$ cat config.mk
export PLATFORM = sky130hd
export DESIGN_NAME = pmc_port_io
export DESIGN_NICKNAME = d
export VERILOG_FILES = /design/src/design/pmc_pkg.sv /design/src/design/pmc_out_cell.sv /design/src/design/pmc_port_io.sv
export VERILOG_INCLUDE_DIRS = /design/src /design/src/design
export SDC_FILE = /design/constraint.sdc
export NUM_CORES = 1
export LEC_CHECK = 0
export BUFFER_PORTS_ARGS = -buffer_cell sky130_fd_sc_hd__buf_2
export CORE_AREA = 2 2 199 201
export CTS_CLUSTER_SIZE = 25
export DETAILED_ROUTE_END_ITERATION = 12
export DIE_AREA = 0 0 201 203
export GPL_TIMING_DRIVEN = 0
export PLACE_DENSITY = 0.71
export SYNTH_ARGS = -nofsm -noshare
export SYNTH_HDL_FRONTEND = slang
export SYNTH_SLANG_ARGS = --single-unit
$ cat constraint.sdc
create_clock -name core_clk_i -period 5.5 [get_ports core_clk_i]
set_input_delay 0.55 -clock core_clk_i [delete_from_list [all_inputs] [get_ports core_clk_i]]
set_output_delay 0.55 -clock core_clk_i [all_outputs]
set_load 0.02 [all_outputs]
$ cat src/design/pmc_regs.svh
/*
  Constants of the programmable-logic port block: reset values, field
  positions and widths.
  Assumes inclusion by bare name from the package and the design files.
*/
`ifndef PMC_REGS_SVH
`define PMC_REGS_SVH
// Operation
// - Host loads output cells, reads both cell kinds
// - Eight cells on ports A/B, eight on B/C
// - XOR stage sets each cell's term polarity
// - Cell borrows unused neighbour product terms
// - Mux picks registered or combinatorial cell output
// - Selected output drives pin and feeds array
// - Storage element acts as D, T, JK, SR
// - Clock, preset, clear from terms; clock pin option
// - Pin driver enable is term OR direction
// - Without enable term, direction alone drives enable
// - Direction registers written and read back by host; input cell control write-only
// - Input cells latch, register or pass through
// - Input cells clocked by strobe or term
// - Input cells feed array bus and host reads
// - Programmed port modes fixed at run time
// - Other modes changed by host, applied immediately
// - Two external selects, one term, polarity choice
// - Select pin enable from term or direction
`define PMC_PORT_W        8
`define PMC_CELLS_PER_GRP 8
`define PMC_DIR_RST       8'h00
`define PMC_IMC_RST       8'h00
`define PMC_OMC_RST       1'b0
`define PMC_IMC_MODE_LSB  0
`define PMC_IMC_MODE_MSB  1
`define PMC_IMC_SRC_BIT   2
`define PMC_ECS0_DIR_BIT  2
`define PMC_ECS1_DIR_BIT  3
`endif

$ cat src/design/pmc_pkg.sv
/*
  Types of the programmable-logic port block.
  Assumes the constants header is on the include path.
*/
`include "pmc_regs.svh"
package pmc_pkg;
  typedef enum logic [1:0] {
    PMC_FF_D  = 2'h0,
    PMC_FF_T  = 2'h1,
    PMC_FF_JK = 2'h3,
    PMC_FF_SR = 2'h2
  } pmc_ff_t;
  typedef enum logic [1:0] {
    PMC_IMC_PASS  = 2'h0,
    PMC_IMC_LATCH = 2'h1,
    PMC_IMC_REG   = 2'h3
  } pmc_imc_mode_t;
  typedef enum logic {
    PMC_CLK_TERM = 1'b0,
    PMC_CLK_PIN  = 1'b1
  } pmc_clk_src_t;
endpackage : pmc_pkg

$ cat src/design/pmc_out_cell.sv
/*
  One output logic cell: polarity XOR, configurable storage element,
  registered/combinatorial select.
  Assumes all inputs synchronous to core_clk_i; term and pin clocks act on their rising edges.
*/
`timescale 1ns/1ps
`include "pmc_regs.svh"
module pmc_out_cell (
  input  wire logic                  core_clk_i,
  input  wire logic                  arst_n_i,
  input  wire logic                  term_a_i,
  input  wire logic                  term_b_i,
  input  wire logic                  invert_i,
  input  wire pmc_pkg::pmc_ff_t      ff_type_i,
  input  wire logic                  comb_sel_i,
  input  wire pmc_pkg::pmc_clk_src_t clk_src_i,
  input  wire logic                  pt_clk_i,
  input  wire logic                  pin_clk_i,
  input  wire logic                  pt_preset_i,
  input  wire logic                  pt_clear_i,
  input  wire logic                  host_load_i,
  input  wire logic                  host_data_i,
  output logic                       cell_out_o,
  output logic                       ff_q_o
);
  import pmc_pkg::*;
  logic pt_clk_d_r;
  logic pin_clk_d_r;
  logic ff_q_r;
  logic ff_q_nxt;
  logic data_t;
  logic clk_edge;

  assign data_t = term_a_i ^ invert_i;
  assign clk_edge = (clk_src_i == PMC_CLK_PIN) ? (pin_clk_i & ~pin_clk_d_r)
                                               : (pt_clk_i & ~pt_clk_d_r);

  always_ff @(posedge core_clk_i or negedge arst_n_i) begin
    if (!arst_n_i) begin
      pt_clk_d_r  <= 1'b0;
      pin_clk_d_r <= 1'b0;
    end else begin
      pt_clk_d_r  <= pt_clk_i;
      pin_clk_d_r <= pin_clk_i;
    end
  end

  always_comb begin
    ff_q_nxt = ff_q_r;
    case (ff_type_i)
      PMC_FF_D:  ff_q_nxt = data_t;
      PMC_FF_T:  ff_q_nxt = ff_q_r ^ data_t;
      PMC_FF_JK: ff_q_nxt = (data_t & ~ff_q_r) | (~term_b_i & ff_q_r);
      PMC_FF_SR: ff_q_nxt = data_t | (~term_b_i & ff_q_r);
      default:   ff_q_nxt = ff_q_r;
    endcase
  end

  // Host load first, then clear, then preset, then clock
  always_ff @(posedge core_clk_i or negedge arst_n_i) begin
    if (!arst_n_i) begin
      ff_q_r <= `PMC_OMC_RST;
    end else if (host_load_i) begin
      ff_q_r <= host_data_i;
    end else if (pt_clear_i) begin
      ff_q_r <= 1'b0;
    end else if (pt_preset_i) begin
      ff_q_r <= 1'b1;
    end else if (clk_edge) begin
      ff_q_r <= ff_q_nxt;
    end
  end

  assign cell_out_o = comb_sel_i ? data_t : ff_q_r;
  assign ff_q_o     = ff_q_r;

  property p_t_toggle;
    @(posedge core_clk_i) disable iff (!arst_n_i)
      (clk_edge && !host_load_i && !pt_clear_i && !pt_preset_i
       && ff_type_i == PMC_FF_T && data_t) |=> (ff_q_r != $past(ff_q_r));
  endproperty
  a_t_toggle: assert property (p_t_toggle) else $error("T cell did not toggle");

  property p_pin_clock;
    @(posedge core_clk_i) disable iff (!arst_n_i)
      (clk_src_i == PMC_CLK_PIN && pin_clk_i && !pin_clk_d_r && ff_type_i == PMC_FF_D
       && !host_load_i && !pt_clear_i && !pt_preset_i) |=> (ff_q_o == $past(data_t));
  endproperty
  a_pin_clock: assert property (p_pin_clock) else $error("Pin clock missed");

  property p_clear;
    @(posedge core_clk_i) disable iff (!arst_n_i)
      (pt_clear_i && !host_load_i) |=> (ff_q_o == 1'b0);
  endproperty
  a_clear: assert property (p_clear) else $error("Clear term ignored");

  property p_mux;
    @(posedge core_clk_i) disable iff (!arst_n_i)
      !comb_sel_i |-> (cell_out_o == ff_q_o);
  endproperty
  a_mux: assert property (p_mux) else $error("Registered path not selected");
endmodule : pmc_out_cell

$ cat src/design/pmc_port_io.sv
/*
  Programmable-logic port block: sixteen output cells, input cells on
  ports A to C, pin driver enables, two external selects.
  Assumes product terms come from the logic array as synchronous inputs,
  and programmed configuration inputs are static; they are captured once
  on the first clock after reset release.
*/
`timescale 1ns/1ps
`include "pmc_regs.svh"
module pmc_port_io #(
  parameter int PORT_W = `PMC_PORT_W,
  parameter int GRP_N  = `PMC_CELLS_PER_GRP
) (
  input  wire logic                  core_clk_i,
  input  wire logic                  arst_n_i,
  // Product terms from the array, cells 0..7 first pair, 8..15 second
  input  wire logic [2*GRP_N-1:0]    pt_term_i,
  input  wire logic [2*GRP_N-1:0]    pt_k_i,
  input  wire logic [2*GRP_N-1:0]    pt_clk_i,
  input  wire logic [2*GRP_N-1:0]    pt_preset_i,
  input  wire logic [2*GRP_N-1:0]    pt_clear_i,
  input  wire logic [PORT_W-1:0]     pt_oe_a_i,
  input  wire logic [PORT_W-1:0]     pt_oe_b_i,
  input  wire logic [PORT_W-1:0]     pt_oe_c_i,
  input  wire logic [2:0]            pt_imc_clk_i,
  input  wire logic [1:0]            ecs_pt_i,
  input  wire logic [1:0]            ecs_oe_pt_i,
  input  wire logic                  ale_i,
  input  wire logic                  port_d_bit_one_i,
  // Programmed configuration
  input  wire logic [2*GRP_N-1:0]    cfg_invert_i,
  input  wire pmc_pkg::pmc_ff_t      cfg_ff_type_i [2*GRP_N],
  input  wire logic [2*GRP_N-1:0]    cfg_comb_sel_i,
  input  wire logic [2*GRP_N-1:0]    cfg_clk_pin_i,
  input  wire logic [2*GRP_N-1:0]    cfg_borrow_i,
  input  wire logic [2*GRP_N-1:0]    cfg_native_used_i,
  input  wire logic [2*GRP_N-1:0]    cfg_pin_en_i,
  input  wire logic [GRP_N-1:0]      cfg_ab_on_b_i,
  input  wire logic [GRP_N-1:0]      cfg_bc_on_c_i,
  input  wire logic [PORT_W-1:0]     cfg_oe_def_a_i,
  input  wire logic [PORT_W-1:0]     cfg_oe_def_b_i,
  input  wire logic [PORT_W-1:0]     cfg_oe_def_c_i,
  input  wire logic [1:0]            cfg_ecs_act_high_i,
  input  wire logic [1:0]            cfg_ecs_oe_pt_i,
  // Host side
  input  wire logic [PORT_W-1:0]     host_data_i,
  input  wire logic                  omc_ab_wr_i,
  input  wire logic                  omc_bc_wr_i,
  input  wire logic [3:0]            dir_wr_i,
  input  wire logic [2:0]            imc_ctl_wr_i,
  output logic [GRP_N-1:0]           omc_ab_rd_o,
  output logic [GRP_N-1:0]           omc_bc_rd_o,
  output logic [PORT_W-1:0]          imc_a_rd_o,
  output logic [PORT_W-1:0]          imc_b_rd_o,
  output logic [PORT_W-1:0]          imc_c_rd_o,
  output logic [PORT_W-1:0]          dir_a_rd_o,
  output logic [PORT_W-1:0]          dir_b_rd_o,
  output logic [PORT_W-1:0]          dir_c_rd_o,
  output logic [PORT_W-1:0]          dir_d_rd_o,
  // Pins
  input  wire logic [PORT_W-1:0]     port_a_in_i,
  input  wire logic [PORT_W-1:0]     port_b_in_i,
  input  wire logic [PORT_W-1:0]     port_c_in_i,
  input  wire logic [PORT_W-1:0]     port_a_dout_i,
  input  wire logic [PORT_W-1:0]     port_b_dout_i,
  input  wire logic [PORT_W-1:0]     port_c_dout_i,
  output logic [PORT_W-1:0]          port_a_out_o,
  output logic [PORT_W-1:0]          port_a_oe_o,
  output logic [PORT_W-1:0]          port_b_out_o,
  output logic [PORT_W-1:0]          port_b_oe_o,
  output logic [PORT_W-1:0]          port_c_out_o,
  output logic [PORT_W-1:0]          port_c_oe_o,
  output logic [1:0]                 external_select_outputs_o,
  output logic [1:0]                 external_select_oe_o,
  // Array feedback
  output logic [2*GRP_N-1:0]         fb_o,
  output logic [3*PORT_W-1:0]        imc_bus_o
);
  import pmc_pkg::*;
  localparam int NC = 2 * GRP_N;

  logic                 cfg_loaded_r;
  logic [NC-1:0]        invert_r;
  pmc_ff_t              ff_type_r [NC];
  logic [NC-1:0]        comb_sel_r;
  logic [NC-1:0]        clk_pin_r;
  logic [NC-1:0]        borrow_r;
  logic [NC-1:0]        native_used_r;
  logic [NC-1:0]        pin_en_r;
  logic [GRP_N-1:0]     ab_on_b_r;
  logic [GRP_N-1:0]     bc_on_c_r;
  logic [PORT_W-1:0]    oe_def_r [3];
  logic [1:0]           ecs_act_high_r;
  logic [1:0]           ecs_oe_pt_r;
  logic [PORT_W-1:0]    dir_r [4];
  pmc_imc_mode_t        imc_mode_r [3];
  logic [2:0]           imc_src_ale_r;
  logic                 strobe_d_r [3];
  logic [PORT_W-1:0]    imc_q_r [3];
  logic [PORT_W-1:0]    imc_val [3];
  logic [PORT_W-1:0]    pin_in [3];
  logic [2:0]           strobe;
  logic [NC-1:0]        sum_term;
  logic [NC-1:0]        cell_out;
  logic [NC-1:0]        cell_q;
  logic [PORT_W-1:0]    a_pld;
  logic [PORT_W-1:0]    b_ab;
  logic [PORT_W-1:0]    b_bc;
  logic [PORT_W-1:0]    c_pld;

  // Programmed modes frozen after the first clock
  always_ff @(posedge core_clk_i or negedge arst_n_i) begin
    if (!arst_n_i) begin
      cfg_loaded_r   <= 1'b0;
      invert_r       <= '0;
      comb_sel_r     <= '0;
      clk_pin_r      <= '0;
      borrow_r       <= '0;
      native_used_r  <= '0;
      pin_en_r       <= '0;
      ab_on_b_r      <= '0;
      bc_on_c_r      <= '0;
      ecs_act_high_r <= '0;
      ecs_oe_pt_r    <= '0;
      for (int i = 0; i < 3; i++) begin
        oe_def_r[i] <= '0;
      end
    end else if (!cfg_loaded_r) begin
      cfg_loaded_r   <= 1'b1;
      invert_r       <= cfg_invert_i;
      comb_sel_r     <= cfg_comb_sel_i;
      clk_pin_r      <= cfg_clk_pin_i;
      borrow_r       <= cfg_borrow_i;
      native_used_r  <= cfg_native_used_i;
      pin_en_r       <= cfg_pin_en_i;
      ab_on_b_r      <= cfg_ab_on_b_i;
      bc_on_c_r      <= cfg_bc_on_c_i;
      ecs_act_high_r <= cfg_ecs_act_high_i;
      ecs_oe_pt_r    <= cfg_ecs_oe_pt_i;
      oe_def_r[0]    <= cfg_oe_def_a_i;
      oe_def_r[1]    <= cfg_oe_def_b_i;
      oe_def_r[2]    <= cfg_oe_def_c_i;
    end
  end

  always_ff @(posedge core_clk_i or negedge arst_n_i) begin
    if (!arst_n_i) begin
      for (int i = 0; i < NC; i++) begin
        ff_type_r[i] <= PMC_FF_D;
      end
    end else if (!cfg_loaded_r) begin
      for (int i = 0; i < NC; i++) begin
        ff_type_r[i] <= cfg_ff_type_i[i];
      end
    end
  end

  // Direction registers, written at run time
  always_ff @(posedge core_clk_i or negedge arst_n_i) begin
    if (!arst_n_i) begin
      for (int p = 0; p < 4; p++) begin
        dir_r[p] <= `PMC_DIR_RST;
      end
    end else begin
      for (int p = 0; p < 4; p++) begin
        if (dir_wr_i[p]) begin
          dir_r[p] <= host_data_i;
        end
      end
    end
  end

  assign dir_a_rd_o = dir_r[0];
  assign dir_b_rd_o = dir_r[1];
  assign dir_c_rd_o = dir_r[2];
  assign dir_d_rd_o = dir_r[3];

  // Output cells; each may borrow its pair neighbour's idle term
  for (genvar i = 0; i < NC; i++) begin : g_cell
    assign sum_term[i] = pt_term_i[i]
                       | (borrow_r[i] & ~native_used_r[i ^ 1] & pt_term_i[i ^ 1]);
    pmc_out_cell u_cell (
      .core_clk_i  (core_clk_i),
      .arst_n_i    (arst_n_i),
      .term_a_i    (sum_term[i]),
      .term_b_i    (pt_k_i[i]),
      .invert_i    (invert_r[i]),
      .ff_type_i   (ff_type_r[i]),
      .comb_sel_i  (comb_sel_r[i]),
      .clk_src_i   (clk_pin_r[i] ? PMC_CLK_PIN : PMC_CLK_TERM),
      .pt_clk_i    (pt_clk_i[i]),
      .pin_clk_i   (port_d_bit_one_i),
      .pt_preset_i (pt_preset_i[i]),
      .pt_clear_i  (pt_clear_i[i]),
      .host_load_i (i < GRP_N ? omc_ab_wr_i : omc_bc_wr_i),
      .host_data_i (host_data_i[i % GRP_N]),
      .cell_out_o  (cell_out[i]),
      .ff_q_o      (cell_q[i])
    );
  end

  assign fb_o        = cell_out;
  assign omc_ab_rd_o = cell_q[GRP_N-1:0];
  assign omc_bc_rd_o = cell_q[NC-1:GRP_N];

  // Pin routing of the cells
  assign a_pld = pin_en_r[GRP_N-1:0] & ~ab_on_b_r;
  assign b_ab  = pin_en_r[GRP_N-1:0] & ab_on_b_r;
  assign b_bc  = pin_en_r[NC-1:GRP_N] & ~bc_on_c_r & ~b_ab;
  assign c_pld = pin_en_r[NC-1:GRP_N] & bc_on_c_r;

  always_comb begin
    for (int b = 0; b < PORT_W; b++) begin
      port_a_out_o[b] = a_pld[b] ? cell_out[b] : port_a_dout_i[b];
      port_b_out_o[b] = b_ab[b] ? cell_out[b]
                      : (b_bc[b] ? cell_out[GRP_N+b] : port_b_dout_i[b]);
      port_c_out_o[b] = c_pld[b] ? cell_out[GRP_N+b] : port_c_dout_i[b];
    end
  end

  // Undefined enable terms are masked off, leaving direction alone
  assign port_a_oe_o = (pt_oe_a_i & oe_def_r[0]) | dir_r[0];
  assign port_b_oe_o = (pt_oe_b_i & oe_def_r[1]) | dir_r[1];
  assign port_c_oe_o = (pt_oe_c_i & oe_def_r[2]) | dir_r[2];

  // External selects
  assign external_select_outputs_o = ~(ecs_pt_i ^ ecs_act_high_r);
  assign external_select_oe_o[0] = ecs_oe_pt_r[0] ? ecs_oe_pt_i[0]
                                                  : dir_r[3][`PMC_ECS0_DIR_BIT];
  assign external_select_oe_o[1] = ecs_oe_pt_r[1] ? ecs_oe_pt_i[1]
                                                  : dir_r[3][`PMC_ECS1_DIR_BIT];

  // Input cell control, written at run time
  always_ff @(posedge core_clk_i or negedge arst_n_i) begin
    if (!arst_n_i) begin
      imc_src_ale_r <= '0;
      for (int p = 0; p < 3; p++) begin
        imc_mode_r[p] <= PMC_IMC_PASS;
      end
    end else begin
      for (int p = 0; p < 3; p++) begin
        if (imc_ctl_wr_i[p]) begin
          imc_mode_r[p] <= pmc_imc_mode_t'(host_data_i[`PMC_IMC_MODE_MSB:`PMC_IMC_MODE_LSB]);
          imc_src_ale_r[p] <= host_data_i[`PMC_IMC_SRC_BIT];
        end
      end
    end
  end

  assign pin_in[0] = port_a_in_i;
  assign pin_in[1] = port_b_in_i;
  assign pin_in[2] = port_c_in_i;

  for (genvar p = 0; p < 3; p++) begin : g_imc
    assign strobe[p] = imc_src_ale_r[p] ? ale_i : pt_imc_clk_i[p];

    always_ff @(posedge core_clk_i or negedge arst_n_i) begin
      if (!arst_n_i) begin
        strobe_d_r[p] <= 1'b0;
        imc_q_r[p]    <= `PMC_IMC_RST;
      end else begin
        strobe_d_r[p] <= strobe[p];
        if (imc_mode_r[p] == PMC_IMC_LATCH && strobe[p]) begin
          imc_q_r[p] <= pin_in[p];
        end else if (imc_mode_r[p] == PMC_IMC_REG && strobe[p] && !strobe_d_r[p]) begin
          imc_q_r[p] <= pin_in[p];
        end
      end
    end

    always_comb begin
      case (imc_mode_r[p])
        PMC_IMC_LATCH: imc_val[p] = strobe[p] ? pin_in[p] : imc_q_r[p];
        PMC_IMC_REG:   imc_val[p] = imc_q_r[p];
        default:       imc_val[p] = pin_in[p];
      endcase
    end

    assign imc_bus_o[p*PORT_W +: PORT_W] = imc_val[p];
  end

  assign imc_a_rd_o = imc_val[0];
  assign imc_b_rd_o = imc_val[1];
  assign imc_c_rd_o = imc_val[2];

  property p_dir_reset;
    @(posedge core_clk_i) disable iff (!arst_n_i)
      !cfg_loaded_r |-> (dir_a_rd_o == 8'h00 && dir_d_rd_o == 8'h00 && port_a_oe_o == 8'h00);
  endproperty
  a_dir_reset: assert property (p_dir_reset) else $error("Direction not clear after reset");

  property p_dir_write;
    @(posedge core_clk_i) disable iff (!arst_n_i)
      dir_wr_i[1] |=> (dir_b_rd_o == $past(host_data_i));
  endproperty
  a_dir_write: assert property (p_dir_write) else $error("Direction readback wrong");

  property p_oe_dir;
    @(posedge core_clk_i) disable iff (!arst_n_i)
      dir_wr_i[0] ##1 !dir_wr_i[0] |-> ((port_a_oe_o & $past(host_data_i, 1)) == $past(host_data_i, 1));
  endproperty
  a_oe_dir: assert property (p_oe_dir) else $error("Direction bit did not enable driver");

  property p_oe_sole;
    @(posedge core_clk_i) disable iff (!arst_n_i)
      (cfg_loaded_r && oe_def_r[2] == 8'h00) |-> (port_c_oe_o == dir_c_rd_o);
  endproperty
  a_oe_sole: assert property (p_oe_sole) else $error("Undefined enable term leaked");

  property p_cfg_fixed;
    @(posedge core_clk_i) disable iff (!arst_n_i)
      cfg_loaded_r ##1 1'b1 |-> ($stable(invert_r) && $stable(pin_en_r) && $stable(comb_sel_r));
  endproperty
  a_cfg_fixed: assert property (p_cfg_fixed) else $error("Programmed mode changed");

  property p_omc_load;
    @(posedge core_clk_i) disable iff (!arst_n_i)
      omc_bc_wr_i |=> (omc_bc_rd_o == $past(host_data_i));
  endproperty
  a_omc_load: assert property (p_omc_load) else $error("Output cell load lost");

  property p_imc_reg;
    @(posedge core_clk_i) disable iff (!arst_n_i)
      (imc_mode_r[0] == PMC_IMC_REG && strobe[0] && !strobe_d_r[0] && !imc_ctl_wr_i[0])
        |=> (imc_a_rd_o == $past(port_a_in_i));
  endproperty
  a_imc_reg: assert property (p_imc_reg) else $error("Input register missed strobe");

  property p_imc_pass;
    @(posedge core_clk_i) disable iff (!arst_n_i)
      imc_ctl_wr_i[1] && host_data_i[1:0] == 2'h0 |=> (imc_bus_o[15:8] == port_b_in_i);
  endproperty
  a_imc_pass: assert property (p_imc_pass) else $error("Pass-through input wrong");

  property p_ecs_level;
    @(posedge core_clk_i) disable iff (!arst_n_i)
      ecs_pt_i[0] |-> (external_select_outputs_o[0] == ecs_act_high_r[0]);
  endproperty
  a_ecs_level: assert property (p_ecs_level) else $error("Select polarity wrong");

  property p_ecs_oe;
    @(posedge core_clk_i) disable iff (!arst_n_i)
      !ecs_oe_pt_r[1] |-> (external_select_oe_o[1] == dir_d_rd_o[`PMC_ECS1_DIR_BIT]);
  endproperty
  a_ecs_oe: assert property (p_ecs_oe) else $error("Select enable not from direction");
endmodule : pmc_port_io

# After elaboration in Yosys (flattened, before gate mapping)
# Cells that the tools add are included.
# totals
regBits,274
inputBits,352
out_inout_bits,164
# op_classes
eq_ne,54
mux,177
n_bitwise,242
reduce_logical,47
# ops
cell,n
$mux W1,149
$and A1 B1 Y1,81
$mux W8,9
$eq A2 B2 Y1 const B,35
$not A1 Y1,65
$and A8 B8 Y8,8
$pmux W1 S4,16
$reduce_bool A4 Y1,16
$or A1 B1 Y1,48
$pmux W8 S2,3
$eq A2 B1 Y1 const B,19
$logic_not A2 Y1,16
$xor A1 B1 Y1,32
$not A8 Y8,3
$or A8 B8 Y8,3
$logic_and A1 B1 Y1,9
$reduce_bool A2 Y1,3
$logic_not A1 Y1,3
$not A2 Y2,1
$xor A2 B2 Y2,1

# Depth between registers and ports, before layout
# depth
depth_word,12
ltp_mapped,8
ltp_nobuf,8

# Modules after synthesis
# A second synthesis with hierarchy kept.
# unflattened
hier_cells,1039
area_unflattened_um2,13751.9
# modules_own_cells
mod,instances,cells_per_inst,area_per_inst_um2,seq_area_each_um2
pmc_port_io,1,703,10408.7,6030.8
pmc_out_cell,16,21,209.0,75.1

# Worst setup path after synthesis
# Ideal clock, no wire load.
# synth_path
kind,input to output
from,input port pt_term_i[3]
to,output port port_a_out_o[2]
arrival_ns,1.637
t_required_ns,4.950
setup_slack_ns,3.313
path_stages,4
n_path_buf,0
cell_sequence,and4b_1 -> a211oi_2 -> mux2i_1 -> o21ai_0
# synth_between
elab_chain_cells,5
# synth_lines
item,line_no,rtl
start: declaration,pmc_port_io.sv:17,"input wire logic [2*GRP_N-1:0] pt_term_i,"
$and A1 B1 Y1,pmc_port_io.sv:181,| (borrow_r[i] & ~native_used_r[i ^ 1] & pt_term_i[i ^ 1]);
$or A1 B1 Y1,pmc_port_io.sv:181,
$xor A1 B1 Y1,pmc_out_cell.sv:34,assign data_t = term_a_i ^ invert_i;
$mux W1,pmc_out_cell.sv:74,assign cell_out_o = comb_sel_i ? data_t : ff_q_r;
$mux W1,pmc_port_io.sv:214,port_a_out_o[b] = a_pld[b] ? cell_out[b] : port_a_dout_i[b];
end: declaration,pmc_port_io.sv:67,"output logic [PORT_W-1:0] port_a_out_o,"
# Every way passes these cells.

# Worst setup path in the final report
# layout_path
from,register invert_r[2]
to,output port port_b_out_o[2]
# layout_between
elab_chain_cells,3
# layout_lines
item,line_no,rtl
start: declaration,pmc_port_io.sv:83,logic [NC-1:0] invert_r;
start signal: assignment,pmc_port_io.sv:130,invert_r <= cfg_invert_i;
$xor A1 B1 Y1,pmc_out_cell.sv:34,
$mux W1,pmc_out_cell.sv:74,
$mux W1,pmc_port_io.sv:215,port_b_out_o[b] = b_ab[b] ? cell_out[b]
end: declaration,pmc_port_io.sv:69,"output logic [PORT_W-1:0] port_b_out_o,"
# Every way passes these cells.

==> out/metrics.yaml <==
outcome: "finished, final reports clean"
place_congestion: 0.914
critPathMaxStageDelay_ns: 0.48
synth_area_leaders: "dfrtp_1, mux2_2, buf_4"
drt.antenna.violating_nets: 0
critPathArrivalTime_ns: 2.42
met2RoutedLength_um: 21800
viasPerCell: 5.04
fill_cells: 3592
fin_tns_setup_ns: 0
cp_max_fo: 4
grt_pass1_wl_um: 67300
die_h_um: 203
totalWireLength_um: 45600
top_regs: "ff_type_r x32, imc_q_r x24, oe_def_r x24"
synth_top_area_cell: "dfrtp_1"
postSynthAreaPerCell_sq_um: 12.3
min_period_ns: 2.97
fp-row-count: 72
dr_wl_met3_um: 3420
critPathKind: "reg -> out"
grt_usage_pct: 21.7
grt_overflow_total: 0
dieArea_sq_um: 40800
antenna_found_initial: 10
wl_per_cell_um: 20.9
synthArstFlopShare_pct: 100
io_pins: 516
fin_ws_ns: 2.53
path_buf_inv: 1
ys_ff_latch: 274
drc: 0
top_layer_used: "met5"
worst-slew-pin-transition_ns: 0.810
largest-register: "ff_type_r"
final_nets: 2004
clock_path_buffers: 3
cp.required_ns: 4.95
crit_chain: "and4b_1, a211oi_2, mux2i_1, o22ai_1, buf_2"
fin_util_pct: 46.2
cts-buffers-inserted: 31
slew_violations: 0
htreeDepth: 1
cap_viol_max_count: 0
synth_cell_type_count: 42
first_global_vias: 11400
setup_viol: 0
synthTopCellsByCount: "dfrtp_1, mux2_2, buf_4"
largest_register_ffs: 32
hp-class: "in -> reg"
dieWidth_um: 201
hpwl_um: 35300
clk_pin_slew_ns: 0.06
grt_max_degree: 118
drive_above_1_share_pct: 55.4
synth_ff_type: "dfrtp_1"
crit_path_end_kind: "primary output"
clk_latency_ns: 0.56
cts_setup_buffers: 0
synth_nets: 1458
netlist.area_leader.share_pct: 50.9
ys_warn_count: 0
cts_tree: "built"
cts_root_buffer: "clkbuf_16"
fin_skew_ns: 0.00964
num_vias: 11000
syn_area_sq_um: 13500
slew_headroom_pct: 46.0
final_area_sq_um: 17800
drt_iter0_markers: 444
portBuffers: 510
synth.most_common_cell: "dfrtp_1"
core_sq_um: 38500
irDropWorstVdd_mv: 0.235
rsz0062_at_grt: "no"
power.leakage_nw: 8.40
area_delta_synth_final_pct: 32.1
power_density_nw_per_um2: 331
fmax_mhz: 336
placed_cell_area_sq_um: 16700
synthCells: 1090
clock_sinks: 274
period_share_pct: 54.0
wl_met1_um: 18400
cp_slowest_cell: "a211oi_2"
hold_viol_final: 0
synth_edf_count: 0
start_util_pct: 35.0
dp_slack_ns: 2.79
power_mw: 5.89
worst_setup_path_start_kind: "register"
cp_top_family: "compound AO/OA/AOI/OAI gates"
dr.pass1.iters: 5
synth_seq_area_share_pct: 50.9
[layer usage]
layer | up-vias | track usage (%)
li1 | 5035 | -
met1 | 5438 | 26.5
met2 | 439 | 36.2
met3 | 97 | 5.51
met4 | 4 | 9.66
met5 | - | 0
[through the flow]
stage	cells	hold WS (ns)
after floorplan	1090	0.254
final	2183	0.105
after global placement	2118	0.480
after CTS	2176	0.0609
after detailed placement	2120	0.486
after global routing	2182	0.0855
[power breakdown]
| group | switching, mW | leakage, nW | internal, mW |
|---|---|---|---|
| sequential | 0.167 | 3.20 | 2.25 |
| combinational | 0.734 | 4.70 | 0.657 |
| clock | 0.825 | 0.501 | 1.26 |
[kinds of logic after synthesis]
group / count (synthesis) / share of synthesized area [%]
other: 1 / 0.0279
flip-flops: 274 / 50.9
XOR/XNOR: 2 / 0.130
buffers and inverters: 113 / 5.08
adder cells (fa/ha/maj): 16 / 1.49
multiplexers: 271 / 22.6
AO/OA/AOI/OAI: 174 / 9.13
AND/OR/NAND/NOR: 239 / 10.6
[final timing paths]
check	startpoint	endpoint	slack (ns)	cells past startpoint
worst min-delay path	pt_clk_i[5]	g_cell[5].u_cell.pt_clk_d_r$_DFF_PN0_	0.10	1
worst max-delay path	invert_r[2]$_DFFE_PN0N_	port_b_out_o[2]	2.53	5
worst min register to register	native_used_r[11]$_DFFE_PN0N_	native_used_r[11]$_DFFE_PN0N_	0.50	1
worst max register to register	borrow_r[7]$_DFFE_PN0N_	g_cell[7].u_cell.ff_q_o$_DFFE_PN0P_	3.38	8
max in group asynchronous	arst_n_i	ab_on_b_r[0]$_DFFE_PN0N_	3.99	3
min in group asynchronous	arst_n_i	dir_b_rd_o[7]$_DFFE_PN0P_	0.52	2
[cells in the final DEF (no fill, tap or decap), drive strengths merged, types with 4 or more instances in the layout]
cell type,n
nand3,11
ha,16
nand2b,32
o22ai,8
inv,27
and4b,12
nand2,51
nor3b,32
o41ai,16
nor2,24
nor2b,9
nor3,21
and2,16
clkbuf,59
mux2i,5
a21boi,16
a211oi,5
nand3b,5
a21o,24
diode,7
a22oi,5
a31oi,11
nor4bb,4
buf,589
and3b,11
or3,11
a32oi,16
a41oi,8
mux2,266
a21oi,35
dfrtp,274
o21ai,30
[area by class of cell]
class	instances	area, sq um	share of cell area (%)
Inverter	27	101	0.570
Tap cell	518	648	3.65
Timing Repair Buffer	513	2630	14.8
Multi-Input combinational cell	703	5920	33.3
Clock inverter	5	77.6	0.436
Sequential cell	274	6860	38.6
Antenna cell	7	17.5	0.0985
Buffer	86	583	3.28
Clock buffer	50	947	5.33
[what timing repair did]
item | 4_1_cts | 5_1_grt
hold endpoints to repair | 53 | 0
resized for setup | 0 | 0
hold buffers | 1 | 0
Power figures use the tool's default switching activity.
